[config.mk]
export PLATFORM = sky130hd
export DESIGN_NAME = eald_bridge
export DESIGN_NICKNAME = d
export VERILOG_FILES = /design/src/verilog/eald_lane_steer.v /design/src/verilog/eald_bridge.v
export VERILOG_INCLUDE_DIRS = /design/src /design/src/include
export SDC_FILE = /design/constraint.sdc
export NUM_CORES = 1
export LEC_CHECK = 0
export ABC_AREA = 1
export BUFFER_PORTS_ARGS = -buffer_cell sky130_fd_sc_hd__buf_2
export CORE_UTILIZATION = 55
export DETAILED_ROUTE_END_ITERATION = 8
export PLACE_DENSITY_LB_ADDON = 0.3
export SLEW_MARGIN = 15
export SYNTH_ARGS = -nofsm -noshare
export SYNTH_HDL_FRONTEND = slang
export SYNTH_SLANG_ARGS = --single-unit
[constraint.sdc]
create_clock -name ref_clk -period 8.1 [get_ports ref_clk]
set_input_delay 1.62 -clock ref_clk [delete_from_list [all_inputs] [get_ports ref_clk]]
set_output_delay 1.62 -clock ref_clk [all_outputs]
set_load 0.05 [all_outputs]
[src/include/eald_defines.vh]
// constants for the external area decoder and lane steering
// assumes a single bus clock; included by bare name from verilog/
`ifndef EALD_DEFINES_VH
`define EALD_DEFINES_VH

// ****************************************
// address decode
// ****************************************
`define EALD_AREA_MSB 28
`define EALD_AREA_LSB 26
`define EALD_AREA0 3'h0
`define EALD_AREA1 3'h1
`define EALD_AREA2 3'h2
`define EALD_AREA3 3'h3
`define EALD_AREA4 3'h4

// ****************************************
// widths and access sizes
// ****************************************
`define EALD_WID_8 2'h1
`define EALD_WID_16 2'h2
`define EALD_WID_32 2'h3
`define EALD_SIZE_BYTE 2'h0
`define EALD_SIZE_WORD 2'h1
`define EALD_SIZE_LONG 2'h2

// ****************************************
// sequencer states
// ****************************************
`define EALD_ST_IDLE 3'h0
`define EALD_ST_T1 3'h1
`define EALD_ST_TW 3'h2
`define EALD_ST_T2 3'h3
`define EALD_ST_SACT 3'h4
`define EALD_ST_SCMD 3'h5
`define EALD_ST_SCL 3'h6

// ****************************************
// timing counts
// ****************************************
`define EALD_BURST_PITCH_MIN 4'h2
`define EALD_BURST_PITCH_MAX 4'ha
`define EALD_BURST_UNITS_M1 2'h3
`define EALD_COL_BITS_BASE 5'h8

`endif

[src/verilog/eald_lane_steer.v]
// little-endian byte lane steering for one beat of an access
// assumes values are right-aligned on the request side
`timescale 1ns/1ps
`include "eald_defines.vh"

module eald_lane_steer (
  // beat description
  input wire [1:0] dev_width,
  input wire [1:0] size,
  input wire [1:0] addr_lo,
  input wire [1:0] beat,
  input wire [31:0] wdata,
  // steered beat
  output reg [31:0] bus_wdata,
  output reg [3:0] strobe,
  output reg [4:0] lane_shift,
  output reg [4:0] piece_shift,
  output reg [31:0] rd_mask,
  output reg [1:0] beats_m1
);

  reg [2:0] dev_bytes;
  reg [2:0] size_bytes;
  reg [2:0] piece_bytes;
  reg [31:0] piece;

  // ****************************************
  // steering
  // ****************************************
  always @*
  begin
    case (dev_width)
      `EALD_WID_8: dev_bytes = 3'h1;
      `EALD_WID_16: dev_bytes = 3'h2;
      default: dev_bytes = 3'h4;
    endcase
    case (size)
      `EALD_SIZE_BYTE: size_bytes = 3'h1;
      `EALD_SIZE_WORD: size_bytes = 3'h2;
      default: size_bytes = 3'h4;
    endcase
    // split into ascending beats, least significant first
    if (size_bytes > dev_bytes)
    begin
      piece_bytes = dev_bytes;
      beats_m1 = (size_bytes == 3'h4 && dev_bytes == 3'h1) ? 2'h3 :
        2'h1;
    end
    else
    begin
      piece_bytes = size_bytes;
      beats_m1 = 2'h0;
    end
    // 8-bit device always on lane 0, 16-bit picks by address bit 0
    case (dev_width)
      `EALD_WID_8: lane_shift = 5'h0;
      `EALD_WID_16: lane_shift = {1'b0, addr_lo[0], 3'h0};
      default: lane_shift = {addr_lo, 3'h0};
    endcase
    piece_shift = {beat, 3'h0} * {2'h0, dev_bytes};
    case (piece_bytes)
      3'h1: rd_mask = 32'h0000_00ff;
      3'h2: rd_mask = 32'h0000_ffff;
      default: rd_mask = 32'hffff_ffff;
    endcase
    case (piece_bytes)
      3'h1: strobe = 4'h1 << addr_lo_lane(lane_shift);
      3'h2: strobe = 4'h3 << addr_lo_lane(lane_shift);
      default: strobe = 4'hf;
    endcase
    piece = (wdata >> piece_shift) & rd_mask;
    // lanes without a strobe hold zero; memory must ignore them
    bus_wdata = piece << lane_shift;
  end

  function [1:0] addr_lo_lane;
    input [4:0] sh;
    begin
      addr_lo_lane = sh[4:3];
    end
  endfunction

endmodule // eald_lane_steer

[src/verilog/eald_bridge.v]
// external area decoder with wait control, bursts, sdram and lanes
// assumes a requester that holds req_* until req_ready, clean pins
`timescale 1ns/1ps
`include "eald_defines.vh"

module eald_bridge (
  // clock and reset
  input wire ref_clk,
  input wire rst_n,
  input wire clk_en,
  // request side
  input wire req_valid,
  output wire req_ready,
  input wire [31:0] req_addr,
  input wire req_write,
  input wire [1:0] req_size,
  input wire req_burst,
  input wire [31:0] req_wdata,
  // answer side
  output reg rsp_valid_q,
  output reg rsp_error_q,
  output reg [31:0] rsp_rdata_q,
  // configuration
  input wire boot_width_pin_lo,
  input wire boot_width_pin_hi,
  input wire [2:0] area0_wait_count,
  input wire [1:0] area2_wait_count,
  input wire [1:0] area3_wait_count,
  input wire [2:0] area4_wait_count,
  input wire [1:0] area2_width_sel,
  input wire [1:0] area3_width_sel,
  input wire [1:0] area4_width_sel,
  input wire area2_is_sdram,
  input wire area3_is_sdram,
  input wire [1:0] sdram_col_sel,
  input wire [1:0] sdram_cas_latency,
  // external bus
  output reg [25:0] ext_addr_q,
  output reg [31:0] ext_wdata_q,
  output wire ext_wdata_oe,
  input wire [31:0] ext_rdata,
  input wire ext_wait_n,
  output wire area0_select_n,
  output wire area2_select_n,
  output wire area3_select_n,
  output wire area4_select_n,
  output wire read_strobe_n,
  output wire byte0_write_strobe_n,
  output wire byte1_write_strobe_n,
  output wire byte2_write_strobe_n,
  output wire byte3_write_strobe_n,
  // sdram
  output wire row_strobe_upper_n,
  output wire row_strobe_lower_n,
  output wire col_strobe_upper_n,
  output wire col_strobe_lower_n,
  output wire sdram_read_not_write,
  output wire lane0_mask_n,
  output wire sdram_lane1_mask_n,
  output wire sdram_lane2_mask_n,
  output wire sdram_lane3_mask_n
);

  // ****************************************
  // functions
  // ****************************************
  // 3-bit code to 0..10 waits
  function [3:0] wait_decode;
    input [2:0] code;
    begin
      case (code)
        3'h5: wait_decode = 4'h6;
        3'h6: wait_decode = 4'h8;
        3'h7: wait_decode = 4'ha;
        default: wait_decode = {1'b0, code};
      endcase
    end
  endfunction

  function [1:0] width_fix;
    input [1:0] sel;
    begin
      width_fix = (sel == 2'h0) ? `EALD_WID_32 : sel;
    end
  endfunction

  // ****************************************
  // reset release
  // ****************************************
  reg rst_meta_q;
  reg rst_sync_q;
  always @(posedge ref_clk or negedge rst_n)
  begin
    if (!rst_n)
    begin
      rst_meta_q <= 1'b0;
      rst_sync_q <= 1'b0;
    end
    else
    begin
      rst_meta_q <= 1'b1;
      rst_sync_q <= rst_meta_q;
    end
  end

  // ****************************************
  // request decode
  // ****************************************
  reg [2:0] state_q;
  reg [31:0] addr_q;
  reg [31:0] wdata_q;
  reg [31:0] rdata_q;
  reg [2:0] area_q;
  reg [1:0] width_q;
  reg [1:0] size_q;
  reg [3:0] waits_q;
  reg [3:0] cnt_q;
  reg [1:0] beat_q;
  reg [1:0] unit_q;
  reg [1:0] beats_m1_q;
  reg [4:0] lane_q;
  reg [4:0] piece_q;
  reg [31:0] rmask_q;
  reg [3:0] strobe_q;
  reg write_q;
  reg burst_q;
  reg sdram_q;

  // bits 31..29 ignored, so every shadow copy decodes the same
  wire [2:0] req_area = req_addr[`EALD_AREA_MSB:`EALD_AREA_LSB];
  reg req_ext;
  reg req_sdram;
  reg [1:0] req_width;
  reg [3:0] req_waits;
  always @*
  begin
    req_ext = 1'b1;
    req_sdram = 1'b0;
    req_width = `EALD_WID_32;
    req_waits = 4'h0;
    case (req_area)
      `EALD_AREA0:
      begin
        req_width =
          width_fix({boot_width_pin_hi, boot_width_pin_lo});
        req_waits = wait_decode(area0_wait_count);
      end
      `EALD_AREA1: req_ext = 1'b0;
      `EALD_AREA2:
      begin
        req_sdram = area2_is_sdram;
        req_width = area2_is_sdram ? `EALD_WID_32 :
          width_fix(area2_width_sel);
        req_waits = {2'h0, area2_wait_count};
      end
      `EALD_AREA3:
      begin
        req_sdram = area3_is_sdram;
        req_width = area3_is_sdram ? `EALD_WID_32 :
          width_fix(area3_width_sel);
        req_waits = {2'h0, area3_wait_count};
      end
      `EALD_AREA4:
      begin
        req_width = width_fix(area4_width_sel);
        req_waits = wait_decode(area4_wait_count);
      end
      // areas above 4 are not served by this block
      default: req_ext = 1'b0;
    endcase
  end

  // bursts are 16-byte reads only; writes go one unit at a time
  wire req_bursting = req_burst & ~req_write & ~req_sdram;
  wire [1:0] req_eff_size = req_bursting ? `EALD_SIZE_LONG : req_size;
  wire idle = (state_q == `EALD_ST_IDLE);
  assign req_ready = idle & clk_en & rst_sync_q;
  wire take = req_ready & req_valid;

  // ****************************************
  // next beat steering
  // ****************************************
  wire beat_last = (beat_q == beats_m1_q);
  wire more_units = burst_q & (unit_q != `EALD_BURST_UNITS_M1);
  wire in_t2 = (state_q == `EALD_ST_T2);
  wire load_beat = (take & req_ext) |
    (in_t2 & (~beat_last | more_units));
  wire [1:0] ln_beat = (idle | beat_last) ? 2'h0 : beat_q + 2'h1;
  wire [31:0] base_next = idle ? req_addr :
    (beat_last ? addr_q + 32'h4 : addr_q);
  wire [1:0] ln_width = idle ? req_width : width_q;
  wire [31:0] ln_bus_wdata;
  wire [3:0] ln_strobe;
  wire [4:0] ln_lane;
  wire [4:0] ln_piece;
  wire [31:0] ln_rmask;
  wire [1:0] ln_beats_m1;

  eald_lane_steer u_steer (
    .dev_width(ln_width),
    .size(idle ? req_eff_size : size_q),
    .addr_lo(base_next[1:0]),
    .beat(ln_beat),
    .wdata(idle ? req_wdata : wdata_q),
    .bus_wdata(ln_bus_wdata),
    .strobe(ln_strobe),
    .lane_shift(ln_lane),
    .piece_shift(ln_piece),
    .rd_mask(ln_rmask),
    .beats_m1(ln_beats_m1)
  );

  // ascending byte addresses, one device width per beat
  wire [25:0] ln_step = (ln_width == `EALD_WID_8) ? {24'h0, ln_beat} :
    (ln_width == `EALD_WID_16) ? {23'h0, ln_beat, 1'b0} : 26'h0;
  wire [25:0] nxt_ext_addr = base_next[25:0] + ln_step;
  wire [4:0] col_bits = `EALD_COL_BITS_BASE + {3'h0, sdram_col_sel};
  wire [25:0] row_addr = req_addr[25:0] >> (col_bits + 5'h2);
  wire [25:0] col_addr = (addr_q[25:0] >> 2) &
    ~(26'h3ff_ffff << col_bits);
  wire [31:0] rd_piece = ((ext_rdata >> lane_q) & rmask_q) << piece_q;
  wire [31:0] rdata_full = rdata_q | rd_piece;
  // pitch = waits + 2, capped; TW count is pitch minus two
  wire [3:0] pitch_cnt = (waits_q > (`EALD_BURST_PITCH_MAX -
    `EALD_BURST_PITCH_MIN)) ? (`EALD_BURST_PITCH_MAX -
    `EALD_BURST_PITCH_MIN) : waits_q;

  // ****************************************
  // beat registers
  // ****************************************
  always @(posedge ref_clk or negedge rst_sync_q)
  begin
    if (!rst_sync_q)
    begin
      ext_addr_q <= 26'h0;
      ext_wdata_q <= 32'h0;
      lane_q <= 5'h0;
      piece_q <= 5'h0;
      rmask_q <= 32'h0;
      strobe_q <= 4'h0;
    end
    else if (clk_en)
    begin
      if (load_beat)
      begin
        ext_addr_q <= (idle & req_sdram) ? row_addr : nxt_ext_addr;
        ext_wdata_q <= ln_bus_wdata;
        lane_q <= ln_lane;
        piece_q <= ln_piece;
        rmask_q <= ln_rmask;
        strobe_q <= ln_strobe;
      end
      else if (state_q == `EALD_ST_SACT)
        ext_addr_q <= col_addr;
    end
  end

  // ****************************************
  // sequencer
  // ****************************************
  always @(posedge ref_clk or negedge rst_sync_q)
  begin
    if (!rst_sync_q)
    begin
      state_q <= `EALD_ST_IDLE;
      addr_q <= 32'h0;
      wdata_q <= 32'h0;
      rdata_q <= 32'h0;
      area_q <= 3'h0;
      width_q <= `EALD_WID_32;
      size_q <= `EALD_SIZE_BYTE;
      waits_q <= 4'h0;
      cnt_q <= 4'h0;
      beat_q <= 2'h0;
      unit_q <= 2'h0;
      beats_m1_q <= 2'h0;
      write_q <= 1'b0;
      burst_q <= 1'b0;
      sdram_q <= 1'b0;
      rsp_valid_q <= 1'b0;
      rsp_error_q <= 1'b0;
      rsp_rdata_q <= 32'h0;
    end
    else if (clk_en)
    begin
      rsp_valid_q <= 1'b0;
      rsp_error_q <= 1'b0;
      case (state_q)
        `EALD_ST_IDLE:
          if (take)
          begin
            addr_q <= req_addr;
            wdata_q <= req_wdata;
            rdata_q <= 32'h0;
            area_q <= req_area;
            width_q <= req_width;
            size_q <= req_eff_size;
            waits_q <= req_waits;
            beat_q <= 2'h0;
            unit_q <= 2'h0;
            beats_m1_q <= ln_beats_m1;
            write_q <= req_write;
            burst_q <= req_bursting;
            sdram_q <= req_sdram;
            if (!req_ext)
            begin
              // answered at once, nothing reaches the pins
              rsp_valid_q <= 1'b1;
              rsp_error_q <= 1'b1;
            end
            else if (req_sdram)
              state_q <= `EALD_ST_SACT;
            else
              state_q <= `EALD_ST_T1;
          end
        `EALD_ST_T1:
        begin
          cnt_q <= (waits_q == 4'h0) ? 4'h0 : waits_q - 4'h1;
          if (waits_q == 4'h0 && ext_wait_n)
            state_q <= `EALD_ST_T2;
          else
            state_q <= `EALD_ST_TW;
        end
        `EALD_ST_TW:
          if (cnt_q != 4'h0)
            cnt_q <= cnt_q - 4'h1;
          else if (ext_wait_n)
            state_q <= `EALD_ST_T2;
        `EALD_ST_T2:
        begin
          rdata_q <= write_q ? 32'h0 : rdata_full;
          if (!beat_last)
          begin
            beat_q <= beat_q + 2'h1;
            state_q <= `EALD_ST_T1;
          end
          else
          begin
            rsp_valid_q <= 1'b1;
            rsp_rdata_q <= write_q ? 32'h0 : rdata_full;
            if (more_units)
            begin
              // next longword skips T1, spaced by the burst pitch
              unit_q <= unit_q + 2'h1;
              addr_q <= addr_q + 32'h4;
              beat_q <= 2'h0;
              rdata_q <= 32'h0;
              cnt_q <= pitch_cnt;
              state_q <= `EALD_ST_TW;
            end
            else
              state_q <= `EALD_ST_IDLE;
          end
        end
        `EALD_ST_SACT:
          state_q <= `EALD_ST_SCMD;
        `EALD_ST_SCMD:
        begin
          cnt_q <= (sdram_cas_latency == 2'h0) ? 4'h0 :
            {2'h0, sdram_cas_latency} - 4'h1;
          if (write_q)
          begin
            rsp_valid_q <= 1'b1;
            state_q <= `EALD_ST_IDLE;
          end
          else
            state_q <= `EALD_ST_SCL;
        end
        `EALD_ST_SCL:
          if (cnt_q != 4'h0)
            cnt_q <= cnt_q - 4'h1;
          else
          begin
            rsp_valid_q <= 1'b1;
            rsp_rdata_q <= rdata_full;
            state_q <= `EALD_ST_IDLE;
          end
        default: state_q <= `EALD_ST_IDLE;
      endcase
    end
  end

  // ****************************************
  // pin drive
  // ****************************************
  wire basic = (state_q == `EALD_ST_T1) | (state_q == `EALD_ST_TW) | in_t2;
  // write strobes drop in T2 so data holds past their rising edge
  wire we_on = write_q & ((state_q == `EALD_ST_T1) |
    (state_q == `EALD_ST_TW));
  wire busy = ~idle;
  wire sd_cmd = (state_q == `EALD_ST_SCMD);
  wire sd_mask_on = sd_cmd | (state_q == `EALD_ST_SCL);

  assign area0_select_n = ~(busy & area_q == `EALD_AREA0);
  assign area2_select_n = ~(busy & area_q == `EALD_AREA2);
  assign area3_select_n = ~(busy & area_q == `EALD_AREA3);
  assign area4_select_n = ~(busy & area_q == `EALD_AREA4);
  assign read_strobe_n = ~(basic & ~write_q);
  assign byte0_write_strobe_n = ~(we_on & strobe_q[0]);
  assign byte1_write_strobe_n = ~(we_on & strobe_q[1]);
  assign byte2_write_strobe_n = ~(we_on & strobe_q[2]);
  assign byte3_write_strobe_n = ~(we_on & strobe_q[3]);
  assign ext_wdata_oe = write_q & (basic | sd_cmd);
  assign row_strobe_upper_n = ~(state_q == `EALD_ST_SACT);
  assign row_strobe_lower_n = ~(state_q == `EALD_ST_SACT);
  assign col_strobe_upper_n = ~sd_cmd;
  assign col_strobe_lower_n = ~sd_cmd;
  assign sdram_read_not_write = ~(sdram_q & write_q & busy);
  assign lane0_mask_n = ~(sd_mask_on & strobe_q[0]);
  assign sdram_lane1_mask_n = ~(sd_mask_on & strobe_q[1]);
  assign sdram_lane2_mask_n = ~(sd_mask_on & strobe_q[2]);
  assign sdram_lane3_mask_n = ~(sd_mask_on & strobe_q[3]);

endmodule // eald_bridge

==> results.toml, run 1 <==
[synth]
async_flop_share = 1.00
synth_edf_count = 0
netlist_area_um2 = 15000
ys_types = 58
yosysWarnings = 0
synth_seq_cells = 222
synth_nets = 2359
seq_area_frac_synth = 0.371
ys.flop_type = "dfrtp_1"
syn_avg_cell_area_um2 = 6.76
synthCells = 2216

[clock_network]
hold_buffers = 0
cts_resized = 0
clk_path_buf_depth = 3
htreeDepth = 1
clk_latency_ns = 0.54
clk_pin_slew_ns = 0.06
cts_root_buffer = "clkbuf_16"
cts_made_buffers = 26
cts_tree = "done"
cts_setup_buffers = 0
cts.sinks = 222

[hold_path]
min_path_type = "flop to async pin"

[critical_path]
worstPathMaxFanout = 49
cp-end-kind = "flop"
cp_data_arrival_time_ns = 6.26
r2r_slack_ns = 2.91
r2r_start = "state_q[0]"
r2r_cells = 16
cp-start-kind = "input port"
worstPathRequired_ns = 8.48
crit_type = "input port to flop"
r2r-end = "ext_addr_q[4]"

[grt]
grt_pass1_wl_um = 73500
grt_max_degree = 72
antenna_found_initial = 0
grt_overflow = 0
grtUsageTotal = 0.325
grt_pass1_vias = 14200

[floorplan]
ios = 241
start_util = 0.559
coreArea_um2 = 26800
die_y_um = 167
dieWidth_um = 167
die-area_um2 = 27900
std_cell_rows = 60

[timing]
rsz0062_at_grt = "false"
finClkSkew_ns = 0.0120
worstMarginPinSlew_ns = 1.10
hold_viol = 0
finalSetupViolCount = 0
final.period_utilization = 0.725
slew_headroom = 0.264
period_minus_slack_ns = 5.88
fin_setup_tns_ns = 0
maxSlewViolCount = 0
fmax_mhz = 170

[route]
wl_per_cell_um = 16.6
drt_iter0_markers = 1428
firstDrtPassIters = 6
wl_um = 45600
drc = 0
ant_nets = 0
dr_total_vias = 15500
via_per_inst = 5.65

[pwr]
worst_ir_drop_vdd_mv = 0.285
leakage_uw = 0.00881
p_total_uw = 8380
power_density_nw_per_um2 = 491

[cells_and_area]
drive_above_1_share = 0.155
fin_nets = 2524
diodes = 0
fillers = 2447
final_common_cell = "nand2_1"
area_delta_synth_final_pct = 13.9
final_cell_mix = "687 x nand2_1, 239 x o21ai_0, 237 x buf_2, 230 x inv_1, 219 x dfrtp_1"

[placed_design]
dp_hpwl_um = 33100
io_buffers = 237
finalWeightedCongestion = 0.918

[job]
drv_cap = 0

[run_status]
status = "finished, final reports clean"
==> power by group <==
part | internal, uW | switching [uW] | total [uW] | leakage (uW)
combinational | 1430 | 3770 | 5200 | 0.00550
clock | 791 | 482 | 1270 | 0.000455
sequential | 1540 | 369 | 1910 | 0.00286
==> metrics by stage <==
stage | cells | util | hold slack [ns] | instance area, um2 | setup WS [ns]
2_1_floorplan | 2216 | - | 0.331 | 15000 | 0.393
3_3_place_gp | 2694 | 0.601 | 0.254 | 16100 | 1.91
3_5_place_dp | 2694 | 0.601 | 0.261 | 16100 | 1.84
4_1_cts | 2742 | 0.636 | 0.272 | 17100 | 2.35
5_1_grt | 2742 | 0.636 | 0.285 | 17100 | 1.80
6_report | 2742 | 0.636 | 0.252 | 17100 | 2.22
==> cell type report <==
class | count | area (um2) | area share
clock inverter | 9 | 151 | 0.00888
timing repair buffer | 246 | 1250 | 0.0735
tap | 341 | 427 | 0.0250
inverter | 251 | 947 | 0.0556
multi-input combinational | 1634 | 7930 | 0.465
sequential | 222 | 5560 | 0.326
clock buffer | 39 | 781 | 0.0458
==> cell usage after synthesis (5+ instances only) <==
library cell,n,share of area
o211ai_1,32,0.016
o22ai_1,24,0.010
a21o_1,7,0.0035
nor2_4,11,0.0083
o21a_1,9,0.0045
nand3b_1,5,0.0025
or2_0,8,0.0033
buf_4,10,0.0050
a21oi_1,75,0.025
a31oi_1,21,0.0088
dfrtp_1,220,0.37
a22o_1,5,0.0029
nor2_1,166,0.042
mux2i_1,17,0.011
nand2_2,9,0.0038
nor3_1,20,0.0067
buf_2,22,0.0074
buf_6,11,0.0083
inv_2,16,0.0040
nand3_1,96,0.032
clkbuf_1,65,0.016
ha_1,13,0.011
a22oi_1,8,0.0040
nand4_1,16,0.0067
o21ai_2,6,0.0035
o21ai_1,77,0.026
a211oi_1,11,0.0055
nand2_1,687,0.17
xor2_1,9,0.0053
o21ai_0,239,0.080
nor2_2,17,0.0071
inv_1,230,0.058
==> flip-flops by register name (all words and copies together), names as in the netlist, 2 cells and up <==
register / flops
waits_q: 4
width_q: 2
piece_q: 2
ext_wdata_q: 32
size_q: 2
beats_m1_q: 2
rsp_rdata_q: 32
state_q: 3
strobe_q: 4
wdata_q: 32
cnt_q: 4
lane_q: 2
rdata_q: 32
beat_q: 2
area_q: 3
ext_addr_q: 26
addr_q: 26
unit_q: 2
rmask_q: 3
==> worst max path at each step <==
stage,from,to,slack [ns],depth (start not counted)
after floorplan,rst_sync_q,req_ready,0.39,2
after global placement,req_addr[26],ext_addr_q[4],1.91,19
after detailed placement,req_addr[28],ext_addr_q[20],1.84,22
after CTS,req_addr[28],ext_addr_q[20],2.35,22
after global routing,area2_is_sdram,ext_addr_q[20],1.80,22
final,req_addr[28],ext_addr_q[4],2.22,19
==> kinds of logic after synthesis <==
| family | after synthesis | synth area share |
|---|---|---|
| other cells | 1 | 0.000250 |
| buf+inv | 360 | 0.100 |
| simple gates | 1061 | 0.298 |
| fa+ha+maj | 14 | 0.0122 |
| compound gates | 530 | 0.200 |
| mux | 17 | 0.0114 |
| flops | 222 | 0.371 |
| xor+xnor | 11 | 0.00643 |
==> worst max-delay path: stages <==
cell	delay (ns)
buf_2	0.10
inv_1	0.09
nand2_2	0.09
nand2_1	0.22
nand4_1	0.20
o21ai_0	0.44
inv_1	0.14
ha_1	0.33
nand2_2	0.59
clkinv_1	0.57
ha_1	0.39
fa_1	0.42
a21oi_1	0.17
inv_1	0.06
nand2_1	0.25
xor2_1	0.17
o21ai_0	0.09
a21oi_1	0.21
o21ai_0	0.10
==> metal layers <==
| metal | track usage | part of all wire | vias to the layer above |
|---|---|---|---|
| li1 | - | - | 7555 |
| met1 | 0.453 | 0.44 | 7198 |
| met2 | 0.526 | 0.45 | 655 |
| met3 | 0.0399 | 0.074 | 96 |
| met4 | 0.104 | 0.032 | 0 |
| met5 | 0 | 0 | - |
No activity file was read; power rests on OpenSTA's default activity.
==> inputs of run 2 (changes only) <==
- CORE_UTILIZATION: 55 -> 52
- clock period: 8.1 -> 4.8 ns (I/O delays scaled with it)
==> run 2 against run 1 <==
  * Global-route usage shrank 0.97 points
  * Cell area grew 0.53%
  * Combinational power grew 71%
  * Sequential share of layout area shrank 0.17 points
  * Register-to-register slack lost 2.0 ns
  * Via count shrank 0.21%
  * Critical path depth grew 5
  * Worst setup slack lost 1.6 ns
  * Largest cell class unchanged
  * Largest power group unchanged
==> results.toml, run 2 (synthesis gave the netlist of run 1 again) <==
[run_status]
status = "finished, final reports clean"

[floorplan]
start_util = 0.533
std_cell_rows = 61
die_y_um = 172
die-area_um2 = 29500
coreArea_um2 = 28100
dieWidth_um = 172
ios = 241

[route]
firstDrtPassIters = 5
via_per_inst = 5.54
drt_iter0_markers = 1296
wl_per_cell_um = 16.5
wl_um = 46100
ant_nets = 0
dr_total_vias = 15500
drc = 0

[critical_path]
worstPathMaxFanout = 23
cp-end-kind = "flop"
cp_data_arrival_time_ns = 4.59
crit_type = "input port to flop"
worstPathRequired_ns = 5.24
cp-start-kind = "input port"

[hold_path]
min_path_type = "input port to async pin"

[cells_and_area]
final_common_cell = "nand2_1"
drive_above_1_share = 0.159
final_cell_mix = "687 x nand2_1, 239 x o21ai_0, 237 x buf_2, 230 x inv_1, 219 x dfrtp_1"
stdcell_area_um2 = 17100
diodes = 0
area_delta_synth_final_pct = 14.5
fin_nets = 2539

[grt]
grt_max_degree = 74
antenna_found_initial = 0
grtUsageTotal = 0.315
grt_overflow = 0
grt_pass1_vias = 14300
grt_pass1_wl_um = 73700

[timing]
period_minus_slack_ns = 4.15
slew_headroom = 0.244
fmax_mhz = 241
fin_setup_tns_ns = 0
final.period_utilization = 0.865
finalSetupViolCount = 0
worstMarginPinSlew_ns = 1.13
hold_viol = 0
finClkSkew_ns = 0.00878
rsz0062_at_grt = "false"
maxSlewViolCount = 0

[pwr]
worst_ir_drop_vdd_mv = 0.431
power_density_nw_per_um2 = 825
leakage_uw = 0.00885

[clock_network]
hold_buffers = 0
clk_path_buf_depth = 3
cts_resized = 0
clk_latency_ns = 0.55
cts.sinks = 222
cts_root_buffer = "clkbuf_16"
cts_tree = "done"
cts_setup_buffers = 0
clk_pin_slew_ns = 0.06
cts_made_buffers = 25
htreeDepth = 1

[placed_design]
placed_cell_area_um2 = 16300
finalWeightedCongestion = 0.946
dp_hpwl_um = 34200
io_buffers = 237

[job]
drv_cap = 0
==> run 2: cell count changes in the layout (fill, tap and decap cells not counted) <==
| cell | delta |
|---|---|
| clkbuf_1 | +1 |
| inv_16 | +1 |
| clkinv_4 | -1 |
| buf_4 | +16 |
| clkbuf_16 | -2 |
| clkbuf_8 | -3 |
==> run 2: per-layer routing <==
metal,global-route usage,wire length (um),share of wire,vias up
met1,0.426,20100,0.44,7210
met2,0.508,20900,0.45,597
met3,0.0610,3800,0.082,89
met4,0.100,1320,0.029,0
met5,0,0,0,-
li1,-,-,-,7576
==> run 2: path summary, 6_finish.rpt <==
path,startpoint,endpoint,slack [ns],depth (start not counted)
worst max-delay path,req_addr[26],strobe_q[2],0.65,24
worst min-delay path,rst_n,rst_meta_q,0.18,1
worst max register to register,state_q[0],strobe_q[2],0.89,18
worst min register to register,rst_sync_q,ext_wdata_q[14],0.34,0
max in group asynchronous,rst_sync_q,wdata_q[13],3.11,1
min in group ref_clk,rst_meta_q,rst_sync_q,0.35,0
==> run 2: power breakdown <==
group / internal, uW / leakage (uW) / switching (uW)
clock: 1220 / 0.000416 / 820
sequential: 2600 / 0.00286 / 622
combinational: 2480 / 0.00558 / 6400
total: 6300 / 0.00885 / 7840
==> run 2: cell type report <==
type | instances | area [um2]
inverters | 251 | 947
clock inverters | 9 | 163
clock buffers | 35 | 693
repair buffers | 262 | 1370
well taps | 378 | 473
flip-flops and latches | 222 | 5560
multi-input cells | 1634 | 7930
fillers | 2715 | 10900
==> run 2: stage by stage <==
stage	cells	hold WS, ns	utilization	worst slack [ns]	total power (uW)
3_5_place_dp	2747	0.336	0.580	0.140	12000
2_1_floorplan	2216	0.331	-	0.877	9930
5_1_grt	2791	0.176	0.610	0.252	15300
4_1_cts	2791	0.162	0.610	0.710	14100
6_report	2791	0.184	0.610	0.649	14100
3_3_place_gp	2747	0.334	0.580	0.298	11800
==> run 2: worst max-delay path: stages <==
cell	delay [ns]
buf_2	0.11
nor2_1	0.05
inv_1	0.10
nor2_1	0.08
inv_1	0.09
a21oi_1	0.05
a21oi_1	0.12
o2111ai_1	0.19
o21ai_0	0.37
inv_1	0.13
ha_1	0.32
inv_1	0.08
ha_1	0.33
nand2_1	0.05
o21ai_0	0.27
nand2_1	0.19
inv_1	0.14
nand2_1	0.07
nand2_1	0.13
nand3b_4	0.25
nand2_2	0.28
nand3_1	0.11
nand2_1	0.07
nand2_1	0.04
==> inputs of run 3 (changes only) <==
--- a/config.mk
+++ b/config.mk
@@ -8,7 +8,7 @@
 export LEC_CHECK = 0
 export ABC_AREA = 1
-export BUFFER_PORTS_ARGS = -buffer_cell sky130_fd_sc_hd__buf_2
-export CORE_UTILIZATION = 52
+export CORE_UTILIZATION = 55
 export DETAILED_ROUTE_END_ITERATION = 8
+export DONT_BUFFER_PORTS = 1
 export PLACE_DENSITY_LB_ADDON = 0.3
 export SLEW_MARGIN = 15
==> constraint.sdc (replaced) <==
create_clock -name ref_clk -period 4.8 [get_ports ref_clk]
set_input_delay 0.48 -clock ref_clk [delete_from_list [all_inputs] [get_ports ref_clk]]
set_output_delay 0.48 -clock ref_clk [all_outputs]
set_load 0.005 [all_outputs]
==> run 3 against run 2 <==
  * Clock power hardly changed
  * Hold slack worse by 0.13 ns
  * Utilization shrank 1.8 points
  * Clock skew is 0.0034 ns higher
==> results.toml, run 3 (synthesis gave the netlist of run 1 again) <==
[hold_path]
min_from = "req_wdata[22]"
holdPathStages = 2
hold_end = "wdata_q[22]"
min_path_type = "input port to flop"

[clock_network]
clk_pin_slew_ns = 0.06
cts.sinks = 222
clk_latency_ns = 0.53
clk_path_buf_depth = 3
cts_root_buffer = "clkbuf_16"
cts_tree = "done"
htreeDepth = 1
cts_resized = 0
cts_made_buffers = 26

[route]
wl_per_cell_um = 17.7
firstDrtPassIters = 6
wl_um = 44600
via_per_inst = 5.76
dr_total_vias = 14500
drt_iter0_markers = 1283
drc = 0
ant_nets = 0

[timing]
maxSlewViolCount = 0
worstMarginPinSlew_ns = 1.09
slew_headroom = 0.276
finalSetupViolCount = 0
period_minus_slack_ns = 3.93
fin_setup_tns_ns = 0
finClkSkew_ns = 0.0122
rsz0062_at_grt = "false"
hold_ws_ns = 0.0584
fmax_mhz = 254
hold_viol = 0
final.period_utilization = 0.820

[pwr]
leakage_uw = 0.00783
worst_ir_drop_vdd_mv = 0.490
power_density_nw_per_um2 = 780

[cells_and_area]
drive_above_1_share = 0.0653
seq_area_um2 = 5560
fin_nets = 2298
final_common_cell = "nand2_1"
area_delta_synth_final_pct = 6.07
final_cell_mix = "687 x nand2_1, 239 x o21ai_0, 230 x inv_1, 219 x dfrtp_1, 164 x nor2_1"
fillers = 2559
multiInputGateArea_um2 = 7930

[critical_path]
cp_top_family = "simple AND/OR/NAND/NOR gates"
worstPathRequired_ns = 5.27
r2r-end = "ext_wdata_q[26]"
path_cells = "nor2_4, nand2_4, buf_4, inv_4, nand3_1, o21ai_2, nand2_1, inv_1, ha_1, nand2_1, o21ai_0, nand2_1, inv_1, nand2_1, nand2_1, nor2_1, nand2_1, nand2_2, o21ai_1, inv_1, nand2_1"
r2r_slack_ns = 0.87
r2r_cells = 21
worstPathMaxFanout = 53
cp_data_arrival_time_ns = 4.41
critPathSlowestCell = "buf_4"
cp-end-kind = "flop"
crit_type = "flop to flop"
r2r_start = "state_q[0]"
path_common_cell = "nand2_1"
cp-start-kind = "flop"
slowest_delay_ns = 0.52
crit_buf_inv = 5

[grt]
grtUsageTotal = 0.318
grt_max_degree = 76
grt_pass1_wl_um = 71500
grt_overflow = 0
antenna_found_initial = 0
grt_pass1_vias = 13500

[floorplan]
ios = 241
dieWidth_um = 167
die_y_um = 167
start_util = 0.559
std_cell_rows = 60
die-area_um2 = 27900
coreArea_um2 = 26800

[placed_design]
dp_hpwl_um = 32800
finalWeightedCongestion = 0.971
io_buffers = 0

[job]
drv_cap = 0

[run_status]
status = "finished, final reports clean"
-- run 3: routing by layer --
layer	part of all wire	vias to the layer above	track usage
met5	0	-	0
met4	0.031	0	0.0974
met3	0.091	75	0.0739
met2	0.45	622	0.508
met1	0.43	6693	0.428
li1	-	7101	-
-- run 3: what timing repair did --
action,4_1_cts,5_1_grt
hold buffers,1,0
endpoints found under the hold margin,2,0
endpoints found under the setup margin,0,0
setup buffers,0,0
-- run 3: metrics by stage --
step | cell area [um2] | power [uW] | cells | setup WS, ns | utilization
2_1_floorplan | 15000 | 8670 | 2216 | 0.225 | -
5_1_grt | 15900 | 13500 | 2515 | 0.581 | 0.593
4_1_cts | 15900 | 12300 | 2515 | 0.897 | 0.593
6_report | 15900 | 12400 | 2516 | 0.865 | 0.593
3_5_place_dp | 15000 | 10300 | 2467 | 0.545 | 0.560
3_3_place_gp | 15000 | 10100 | 2467 | 0.729 | 0.560
-- run 3: power breakdown --
part	total (uW)	switching [uW]	leakage [uW]	internal [uW]
Combinational	7050	4890	0.00455	2160
Clock	2010	796	0.000425	1220
Sequential	3330	729	0.00286	2600
-- run 3: how the worst max path moves through the flow --
| stage | cells past startpoint | from | slack (ns) | end |
|---|---|---|---|---|
| floorplan | 11 | rst_sync_q | 0.23 | ext_wdata_q[16] |
| global placement | 24 | req_addr[26] | 0.73 | ext_wdata_q[27] |
| detailed placement | 24 | req_addr[26] | 0.54 | ext_wdata_q[26] |
| CTS | 21 | state_q[0] | 0.90 | ext_wdata_q[26] |
| global route | 21 | state_q[0] | 0.58 | ext_wdata_q[25] |
| finish | 21 | state_q[0] | 0.87 | ext_wdata_q[26] |
-- run 3: cell type report --
type / instances / area share
Clock inverter: 6 / 0.00544
Inverter: 251 / 0.0596
Clock buffer: 41 / 0.0490
Antenna cell: 1 / 0.000158
Timing Repair Buffer: 20 / 0.00961
Sequential cell: 222 / 0.350
Tap cell: 341 / 0.0269
Multi-Input combinational cell: 1634 / 0.499
